`src/logic/dsp_chain_pkg.sv`:
```
// Constants, modes and filter types of the onboard DSP chain
package dsp_chain_pkg;
  // Register byte offsets
  localparam logic [4:0]  OFS_CTRL       = 5'h00;
  localparam logic [4:0]  OFS_IQ_DIV     = 5'h04;
  localparam logic [4:0]  OFS_SAMPLE_DIV = 5'h08;
  localparam logic [4:0]  OFS_FSHIFT     = 5'h0C;
  localparam logic [4:0]  OFS_STATUS     = 5'h10;
  // Control field positions
  localparam int          CTRL_EN_BIT    = 0;
  localparam int          CTRL_MODE_BIT  = 1;
  localparam int          CTRL_DMODE_BIT = 2;
  localparam int          CTRL_FILT_LSB  = 3;
  localparam int          CTRL_CARR_BIT  = 5;
  // Status field positions
  localparam int          STAT_EN_BIT    = 0;
  localparam int          STAT_REF_BIT   = 1;
  localparam int          STAT_PRIME_BIT = 2;
  localparam int          STAT_SHIFT_BIT = 3;
  // Reset values, derived rate and sample width
  localparam logic [15:0] IQ_DIV_RST     = 16'h0001;
  localparam logic [15:0] SAMPLE_DIV_RST = 16'h0001;
  localparam logic [31:0] FSHIFT_RST     = 32'h0000_0000;
  localparam logic [15:0] DERIVED_RATE   = 16'h0001;
  localparam int          SAMPLE_W       = 16;

  typedef enum logic {
    GEN_BASEBAND = 1'b0,
    GEN_IF       = 1'b1
  } gen_mode_e;

  typedef enum logic {
    DATA_REAL    = 1'b0,
    DATA_COMPLEX = 1'b1
  } data_mode_e;

  typedef enum logic [1:0] {
    FILT_FLAT = 2'b00,
    FILT_RC   = 2'b01,
    FILT_RRC  = 2'b10
  } filt_e;

  typedef struct packed {
    logic signed [SAMPLE_W-1:0] i;
    logic signed [SAMPLE_W-1:0] q;
  } sample_s;
endpackage

```
`src/logic/dsp_chain_ctrl.sv`:
```
// Onboard DSP chain: register slave, fetch pacing, pulse shaping, shift
// Function
// Controller sets mode, enable, data mode, rate, shift, filter before use.
// Generation mode resets to baseband; IF is the other choice.
// Baseband filters and interpolates; I on channel 0, Q on channel 1.
// Chain features act only when enabled; otherwise samples pass straight.
// Real data uses only the I path; Q path idles.
// Complex data runs both I and Q paths.
// One memory entry per I/Q rate period: pair or single sample.
// Output sample rate writes refused while enabled; rate then derived.
// Frequency shift applies only in baseband mode.
// Real single-channel output may be used directly, frequency shifted.
// Filter choices are flat, raised cosine and root raised cosine.
// External clock: select source, set rate, read rate, program, confirm.
// Real interpolation setup order is fixed before waveform download.
// New sample accepted once every total-interpolation sample clocks.
// Shift is a complex multiply by an NCO at the sample clock.
//
// The implementer's own choices: the Avalon-MM register port and the register offsets.
`timescale 1ns/1ps
`default_nettype none
module dsp_chain_ctrl (
  input  wire logic                   clk,
  input  wire logic                   rst_n,
  input  wire logic [4:0]             avs_address,
  input  wire logic                   avs_read,
  input  wire logic                   avs_write,
  input  wire logic [31:0]            avs_writedata,
  input  wire logic [3:0]             avs_byteenable,
  output logic [31:0]                 avs_readdata,
  output logic                        avs_waitrequest,
  input  wire logic                   mem_valid,
  output logic                        mem_ready,
  input  wire dsp_chain_pkg::sample_s mem_data,
  output dsp_chain_pkg::sample_s      dac_data,
  output logic                        dac_valid
);
  import dsp_chain_pkg::*;

  typedef struct packed {
    logic        en;
    gen_mode_e   mode;
    data_mode_e  dmode;
    filt_e       filt;
    logic        carrier;
    logic [15:0] iq_div;
    logic [15:0] sample_div;
    logic [31:0] fshift;
    logic        refused;
    logic        ack;
    logic [31:0] rdata;
    logic [15:0] cnt;
    logic        primed;
    sample_s     cur;
    sample_s     prev;
    sample_s     fout;
    logic        fvalid;
  } state_s;

  state_s s_q;
  state_s s_d;

  logic        fetch;
  logic        take;
  logic        wr_go;
  logic        rd_go;
  logic        shift_on;
  logic [15:0] div;
  logic [31:0] ctrl_rd;
  logic [31:0] stat_rd;
  sample_s     mix_out;
  logic        mix_vld;

  // Byte-lane merge of a write into a stored word
  function automatic logic [31:0] merge(input logic [31:0] old, input logic [31:0] nw,
                                        input logic [3:0] be);
    for (int b = 0; b < 4; b++) begin
      if (be[b]) old[8*b +: 8] = nw[8*b +: 8];
    end
    merge = old;
  endfunction

  // Pulse shaping on the held sample; sums widened to avoid wrap
  function automatic logic signed [15:0] shape(input filt_e f, input logic signed [15:0] c,
                                               input logic signed [15:0] p);
    logic signed [17:0] acc;
    acc = 18'(c);
    unique case (f)
      FILT_FLAT: acc = 18'(c);
      FILT_RC:   acc = (18'(c) + 18'(p)) >>> 1;
      FILT_RRC:  acc = (18'(c) + 18'(c) + 18'(c) + 18'(p)) >>> 2;
      default:   acc = 18'(c);
    endcase
    shape = acc[15:0];
  endfunction

  // Bus strobes: one wait cycle, then the access completes
  assign rd_go           = avs_read && s_q.ack;
  assign wr_go           = avs_write && s_q.ack;
  assign avs_waitrequest = (avs_read || avs_write) && !s_q.ack;
  assign avs_readdata    = s_q.rdata;

  // Pacing divider: I/Q period when enabled, plain sample divider otherwise
  assign div       = s_q.en ? s_q.iq_div : s_q.sample_div;
  assign fetch     = (s_q.cnt == 16'h0000);
  assign mem_ready = fetch;
  assign take      = fetch && mem_valid;
  assign shift_on  = s_q.en && s_q.mode == GEN_BASEBAND && s_q.fshift != FSHIFT_RST;

  // Read views of control and status
  always_comb begin
    ctrl_rd                 = 32'h0000_0000;
    ctrl_rd[CTRL_EN_BIT]    = s_q.en;
    ctrl_rd[CTRL_MODE_BIT]  = s_q.mode;
    ctrl_rd[CTRL_DMODE_BIT] = s_q.dmode;
    ctrl_rd[CTRL_FILT_LSB +: 2] = s_q.filt;
    ctrl_rd[CTRL_CARR_BIT]  = s_q.carrier;
    stat_rd                 = 32'h0000_0000;
    stat_rd[STAT_EN_BIT]    = s_q.en;
    stat_rd[STAT_REF_BIT]   = s_q.refused;
    stat_rd[STAT_PRIME_BIT] = s_q.primed;
    stat_rd[STAT_SHIFT_BIT] = shift_on;
  end

  // Next state of registers, pacing and datapath
  always_comb begin
    logic [31:0] w;
    w   = 32'h0000_0000;
    s_d = s_q;
    s_d.ack = (avs_read || avs_write) && !s_q.ack;
    if (avs_read && !s_q.ack) begin
      unique case (avs_address)
        OFS_CTRL:       s_d.rdata = ctrl_rd;
        OFS_IQ_DIV:     s_d.rdata = {16'h0000, s_q.iq_div};
        OFS_SAMPLE_DIV: s_d.rdata = {16'h0000, s_q.en ? DERIVED_RATE : s_q.sample_div};
        OFS_FSHIFT:     s_d.rdata = s_q.fshift;
        OFS_STATUS:     s_d.rdata = stat_rd;
        default:        s_d.rdata = 32'h0000_0000;
      endcase
    end
    if (wr_go) begin
      unique case (avs_address)
        OFS_CTRL: begin
          w         = merge(ctrl_rd, avs_writedata, avs_byteenable);
          s_d.en    = w[CTRL_EN_BIT];
          s_d.mode  = gen_mode_e'(w[CTRL_MODE_BIT]);
          s_d.dmode = data_mode_e'(w[CTRL_DMODE_BIT]);
          s_d.filt  = (w[CTRL_FILT_LSB +: 2] == 2'h3) ? FILT_FLAT
                                                      : filt_e'(w[CTRL_FILT_LSB +: 2]);
          s_d.carrier = w[CTRL_CARR_BIT];
        end
        OFS_IQ_DIV: begin
          w          = merge({16'h0000, s_q.iq_div}, avs_writedata, avs_byteenable);
          s_d.iq_div = w[15:0];
        end
        OFS_SAMPLE_DIV: begin
          // Enabled chain owns the output rate
          if (s_q.en) begin
            s_d.refused = 1'b1;
          end else begin
            w              = merge({16'h0000, s_q.sample_div}, avs_writedata, avs_byteenable);
            s_d.sample_div = w[15:0];
          end
        end
        OFS_FSHIFT: s_d.fshift = merge(s_q.fshift, avs_writedata, avs_byteenable);
        OFS_STATUS: begin
          if (avs_byteenable[0] && avs_writedata[STAT_REF_BIT]) s_d.refused = 1'b0;
        end
        default: s_d.fshift = s_q.fshift;
      endcase
    end
    // Set wins over a same-cycle clear
    if (wr_go && avs_address == OFS_SAMPLE_DIV && s_q.en) s_d.refused = 1'b1;

    // Fetch counter: waits at zero until memory offers an entry
    if (take) s_d.cnt = (div == 16'h0000) ? 16'h0000 : div - 16'h0001;
    else if (!fetch) s_d.cnt = s_q.cnt - 16'h0001;

    if (take) begin
      s_d.primed = 1'b1;
      s_d.prev   = s_q.cur;
      s_d.cur.i  = mem_data.i;
      // Real data leaves the Q path idle while the chain is enabled
      s_d.cur.q  = (s_q.en && s_q.dmode == DATA_REAL) ? 16'sh0000 : mem_data.q;
    end
    if (!s_q.en) s_d.primed = take ? 1'b1 : 1'b0;

    // Enabled: held sample is shaped every clock (interpolation by hold)
    if (s_q.en) begin
      s_d.fout.i = shape(s_q.filt, s_q.cur.i, s_q.prev.i);
      s_d.fout.q = shape(s_q.filt, s_q.cur.q, s_q.prev.q);
      s_d.fvalid = s_q.primed;
    end else begin
      s_d.fout   = take ? mem_data : s_q.fout;
      s_d.fvalid = take;
    end
  end

  always_ff @(posedge clk or negedge rst_n) begin
    if (!rst_n) begin
      s_q            <= '0;
      s_q.mode       <= GEN_BASEBAND;
      s_q.dmode      <= DATA_REAL;
      s_q.filt       <= FILT_FLAT;
      s_q.iq_div     <= IQ_DIV_RST;
      s_q.sample_div <= SAMPLE_DIV_RST;
      s_q.fshift     <= FSHIFT_RST;
    end else begin
      s_q <= s_d;
    end
  end

  // Shifter sits after the filter; real data gives a shifted output on both I and Q
  freq_shift_mixer u_mix (
    .clk       (clk),
    .rst_n     (rst_n),
    .shift_en  (shift_on),
    .phase_inc (s_q.fshift),
    .din       (s_q.fout),
    .din_valid (s_q.fvalid),
    .dout      (mix_out),
    .dout_valid(mix_vld)
  );

  assign dac_data  = mix_out;
  assign dac_valid = mix_vld;
endmodule
`default_nettype wire

```
`src/logic/freq_shift_mixer.sv`:
```
// Complex frequency shifter: phase accumulator, sine table, complex multiply
`timescale 1ns/1ps
`default_nettype none
module freq_shift_mixer (
  input  wire logic                  clk,
  input  wire logic                  rst_n,
  input  wire logic                  shift_en,
  input  wire logic [31:0]           phase_inc,
  input  wire dsp_chain_pkg::sample_s din,
  input  wire logic                  din_valid,
  output dsp_chain_pkg::sample_s     dout,
  output logic                       dout_valid
);
  import dsp_chain_pkg::*;

  typedef struct packed {
    logic [31:0] phase;
    sample_s     out;
    logic        vld;
  } mix_state_s;

  mix_state_s s_q;
  mix_state_s s_d;

  // Sine of 16 phase steps built from a quarter-wave table
  function automatic logic signed [15:0] sine16(input logic [3:0] k);
    logic [1:0]  m;
    logic [15:0] mag;
    m = k[1:0];
    if (k[2]) m = 2'(3'h4 - {1'b0, k[1:0]});
    unique case (m)
      2'h0: mag = k[2] ? 16'h7FFF : 16'h0000;
      2'h1: mag = 16'h30FB;
      2'h2: mag = 16'h5A82;
      2'h3: mag = 16'h7641;
    endcase
    if (k[2] && k[1:0] == 2'h0) mag = 16'h7FFF;
    sine16 = k[3] ? -$signed(mag) : $signed(mag);
  endfunction

  // NCO advances every sample clock while shift is on, else held at zero; output always one register late
  always_comb begin
    logic signed [15:0] c;
    logic signed [15:0] sn;
    logic signed [32:0] re;
    logic signed [32:0] im;
    c  = sine16(4'(s_q.phase[31:28] + 4'h4));
    sn = sine16(s_q.phase[31:28]);
    re = 33'(din.i * c) - 33'(din.q * sn);
    im = 33'(din.i * sn) + 33'(din.q * c);
    s_d     = s_q;
    s_d.vld = din_valid;
    if (shift_en) begin
      s_d.phase = s_q.phase + phase_inc;
      s_d.out.i = re[30:15];
      s_d.out.q = im[30:15];
    end else begin
      s_d.phase = 32'h0000_0000;
      s_d.out   = din;
    end
  end

  always_ff @(posedge clk or negedge rst_n) begin
    if (!rst_n) s_q <= '0;
    else s_q <= s_d;
  end

  assign dout       = s_q.out;
  assign dout_valid = s_q.vld;
endmodule
`default_nettype wire

```
`config.mk`:
```
export PLATFORM = sky130hd
export DESIGN_NAME = dsp_chain_ctrl
export DESIGN_NICKNAME = d
export VERILOG_FILES = /design/src/logic/dsp_chain_pkg.sv /design/src/logic/dsp_chain_ctrl.sv /design/src/logic/freq_shift_mixer.sv
export SDC_FILE = /design/constraint.sdc
export NUM_CORES = 2
export LEC_CHECK = 0
export ABC_AREA = 1
export BUFFER_PORTS_ARGS = -buffer_cell sky130_fd_sc_hd__buf_2
export CORE_MARGIN = 8
export CORE_UTILIZATION = 65
export CTS_CLUSTER_SIZE = 40
export DETAILED_ROUTE_END_ITERATION = 10
export PLACE_DENSITY = 0.93
export SKIP_LAST_GASP = 1
export SYNTH_ARGS = -nofsm -noshare
export SYNTH_HDL_FRONTEND = slang
export SYNTH_SLANG_ARGS = --single-unit
```
`constraint.sdc`:
```
create_clock -name clk -period 11.04 [get_ports clk]
set_input_delay 2.208 -clock clk [delete_from_list [all_inputs] [get_ports clk]]
set_output_delay 2.208 -clock clk [all_outputs]
set_load 0.005 [all_outputs]
```
* After elaboration in Yosys (flattened, before gate mapping) *
Cells that the tools add are included.
W data, S select, Z words.

operators by class
  add/subtract/negate cells = 18
  $mul = 4
  equality and inequality tests = 18
  mux-type cells = 34
  bitwise gates (word level) = 3
  reduce and logical (&&, ||, !) cells = 36

operators with widths
  cell                     number
  $mux W16                 10
  $pmux W32 S5             1
  $pmux W16 S4             2
  $mul A16 B16 Y31         4
  $add A16 B16 Y17         4
  $mux W65                 1
  $mux W64                 1
  $pmux W16 S2             2
  $add A17 B16 Y18         2
  $add A18 B16 Y18         2
  $mux W33                 1
  $add A32 B32 Y32         1
  $logic_not A16 Y1        2
  $mux W32                 1
  $neg A16 Y16             2
  $reduce_bool A32 Y1      1
  $sub A16 B1 Y16 const B  2
  $add A31 B31 Y31         1
  $sub A31 B31 Y31         1
  $mux W15                 2
  $reduce_and A3 Y1        7
  $mux W6                  3
  $eq A2 B2 Y1 const B     6
  $logic_and A1 B1 Y1      12
  21 further kinds         42

word-level totals
  flip-flop bits (word level) = 283
  input port bits = 78

* Longest topological paths before layout *
  word-level depth = 11
  gate-level depth with buffers = 49
  mapped depth without buffers = 47

* Hierarchy *
A second synthesis with hierarchy kept.

second synthesis, totals
  cells, all modules = 7202
  area, all modules = 57908.0 sq um

by module, submodules not included
  module            instances  cells each  area an instance (sq um)  sequential area each (sq um)
  freq_shift_mixer  1          5018        42578.3                   1626.6
  dsp_chain_ctrl    1          2184        15329.7                   5457.7

* Worst setup path after synthesis *
OpenSTA, ideal clock, no wires.

  kind = reg2reg
  from = register u_mix.s_q[61] in the netlist's numbering
  to = register u_mix.s_q, in the netlist u_mix.dout[29]
  arrival time = 8.316 ns
  required time = 10.912 ns
  slack = 2.596 ns
  cell stages (with the launch flop) = 41
  path buffers = 4
  cell sequence = dfrtp_1 buf_4 inv_4 ha_1 inv_2 nand3_2 nand2_2 nor2_4 buf_2 buf_1 ha_1 nor2_1 inv_1 nand2_1 nand2_1 inv_1 clkbuf_1 nand2_1 (+5 left out) inv_1 fa_1 fa_1 fa_1 inv_1 fa_1 inv_1 ha_1 a21oi_1 inv_1 a31oi_1 nor2_1 nor2_1 o21ai_0 a21oi_1 nand3_1 nand3_1 o21ai_0

RTL lines
  what                      line                    RTL
  start: declaration        freq_shift_mixer.sv:22  mix_state_s s_q;
  start signal: assignment  freq_shift_mixer.sv:64  if (!rst_n) s_q <= '0;
  start signal: assignment  freq_shift_mixer.sv:65  else s_q <= s_d;

==> key figures <==
Clock network
  – Post-CTS setup buffer count: 0
  – TritonCTS buffer count: 31
  – CTS Sinks: 283
  – Clk slew on worst S/H paths: 100 ps
  – H-tree Lvls: 1
  – Post-CTS resize count: 0
  – Hold-fix buffers, CTS: 0
  – TritonCTS clock tree: yes
  – Root Driver: clkbuf_16
  – Worst skew pair latency: 670 ps
  – Clock Tree Buf Depth: 3

Synth
  – Sequential area share after synthesis: 12.37%
  – Mapped cell area: 57290 um2
  – Synth area leader: fa_1
  – Post-synth cell types: 62
  – Cells after synthesis: 7010
  – Top-area cell type share of the netlist area: 40.32%
  – Syn Nets: 8632
  – Syn Area/Cell: 8.173 um2
  – Number of synthesized flops with an enable pin: 0
  – Synth Flop Type: dfrtp_1
  – Synth area leaders: fa_1, dfrtp_1, inv_1
  – Warnings, synthesis: 0
  – Post-synth ARST share: 100.0%
  – Synth Register Bits: 283

Global route
  – Initial antenna violation count: 8
  – Number of global-route vias before repair: 53.09k
  – GRT Util Overall: 38.18%
  – Global-route wire length before repair: 290400 um
  – Total congestion overflow: 0
  – Largest net degree at the start of global routing: 148

Setup path
  – CP Max Fanout: 26
  – Worst r2r src: u_mix.s_q[61]
  – Worst setup path category: reg2reg
  – CP dominant cell by count: fa_1
  – Critical Path Sink Type: register
  – CP max-delay cell: inv_2
  – CP startpoint: u_mix.s_q[61]
  – CP Launch Type: register
  – Arr. time, crit path: 11020 ps
  – Critical Path RT: 11570 ps
  – Critical Path Max Stage Delay: 700 ps

STA
  – Setup violation total in the final timing report: 0
  – Tcrit/Tclk final: 95.07%
  – Slew @ Worst Pin: 1258 ps
  – Total Neg Setup Slack: 0 ps
  – RSZ-0062 raised after global routing: no
  – Fmax: 95.28 MHz
  – Relative slew slack: 16.05%
  – Hold Vio Cnt, Final: 0
  – Fin. max-slew vios: 0
  – Setup Skew: 56.87 ps
  – Period minus WS final: 10500 ps

Detailed routing
  – DRC errors left: 0
  – WL/cell: 22.69 um
  – Vias: 49.37k
  – DRT iter0 DRCs: 5971
  – DRT Pass-1 Iters: 9
  – Drt via density: 6.028
  – Final wirelength: 185800 um
  – ANT nets after route: 0

Flow run
  – Max-Cap Viols: 0

Die
  – Die width: 312.9 um
  – CORE AREA: 87830 um2
  – Initial Util: 65.23%
  – Die area: 97900 um2
  – Io pins: 145
  – Die Y: 312.9 um
  – FP Rows: 109

Min path
  – Min-delay src: s_q[0]
  – Hold Path Class: reg2reg

Layout
  – Syn-to-layout area delta: 4.630%
  – Layout cell share with drive strength beyond 1: 5.417%
  – Layout filler cell count: 6587
  – Fin nets: 8614

Placed design
  – GP Congestion: 1.025
  – I/O Buffers: 144
  – DP HPWL: 145400 um

Run status
  – Outcome: complete, no violations
[final timing paths]
kind / endpoint / slack (ps) / cells after the start
setup / recovery: u_mix.dout[29] / 540 / 35
hold / removal: u_mix.dout_valid / 360 / 0
setup reg to reg: u_mix.dout[29] / 540 / 35
hold reg to reg: u_mix.dout_valid / 360 / 0
max in group asynchronous: s_q[210] / 8120 / 2
min in group asynchronous: u_mix.dout[15] / 1530 / 1
[registers in the layout (all words and copies together), names as in the netlist]
register	flops
s_q	180
avs_readdata	32
u_mix.dout	32
u_mix.s_q	32
ctrl_rd	6
u_mix.dout_valid	1
[stage by stage]
step                      cells  instance area [um2]  hold WS [ps]  utilization (%)  setup WS, ps
final                      8190                59940         358.5            68.25         544.7
after global routing       8181                59920         367.9            68.22         241.9
after CTS                  8180                59920         360.1            68.22         594.8
after detailed placement   8124                58840         345.9            66.99         578.5
after global placement     8124                58840         336.8            66.99         854.4
after floorplan            7010                57290         331.2                -          2596
[cells by family after synthesis]
| group | after synthesis | share of synthesized area, % |
|---|---|---|
| multiplexers | 1 | 0.01965 |
| buffers and inverters | 1932 | 13.28 |
| AO/OA/AOI/OAI | 756 | 7.467 |
| AND/OR/NAND/NOR | 2419 | 16.88 |
| adder cells (fa/ha/maj) | 1544 | 48.84 |
| flip-flops | 283 | 12.37 |
| XOR/XNOR | 75 | 1.147 |
[layout by cell type (no fill, tap or decap), types with 18 or more instances in the layout]
cell       synthesis  final
a21oi_1          257    257
a31oi_1           22     22
buf_2             40    143
buf_4             73    108
clkbuf_16          0     31
dfrtp_1          281    281
fa_1            1154   1154
ha_1             390    390
inv_1           1587   1587
inv_2             23     23
nand2_1         1451   1451
nand3_1          202    201
nand4_1           22     22
nor2_1           640    639
nor3_1            39     39
o211ai_1          18     18
o21ai_0          295    295
o21bai_1          20     20
o31ai_1           21     21
xnor2_1           39     39
xor2_1            36     36
[Yosys cell counts (all sizes together), types with 8 or more instances]
cell	n
o21bai	20
o221ai	12
clkbuf	175
nor4	16
o22ai	17
buf	129
o21a	15
nand2	1457
xor2	36
ha	390
a22oi	12
fa	1154
a221oi	10
or2	14
nand3b	8
nand3	206
a21oi	258
a21o	17
nand4	23
clkinv	15
dfrtp	281
a31oi	22
xnor2	39
inv	1613
o21ai	315
nor2	650
o211ai	18
o31ai	21
nor3	41
[per-layer routing]
metal / track usage, % / part of all wire [%]
met1: 44.86 / 33
met3: 14.61 / 15
met5: 0 / 0
met4: 26.03 / 9.1
met2: 58.06 / 43
[worst max-delay path, delay by kind of cell, from the launching register on]
family / cells / cell delay [ps]
AOI/OAI and AO/OA: 5 / 770
and+or+nand+nor: 10 / 1660
DFF: 1 / 610
buffers and inverters: 10 / 2150
adders and majority gates: 10 / 5170
[layout make-up]
| type | instances | area [um2] | area share (%) |
|---|---|---|---|
| flip-flops and latches | 283 | 7084 | 11.82 |
| well taps | 1165 | 1458 | 2.432 |
| inverters | 1628 | 6122 | 10.21 |
| clock inverters | 15 | 225.2 | 0.3757 |
| repair buffers | 253 | 1562 | 2.605 |
| multi-input cells | 4795 | 42610 | 71.09 |
| diodes | 10 | 25.02 | 0.04175 |
| clock buffers | 41 | 853.3 | 1.424 |
Power is not shown: default switching activity piles up to over one toggle a cycle in this logic, so the estimate is an artifact.
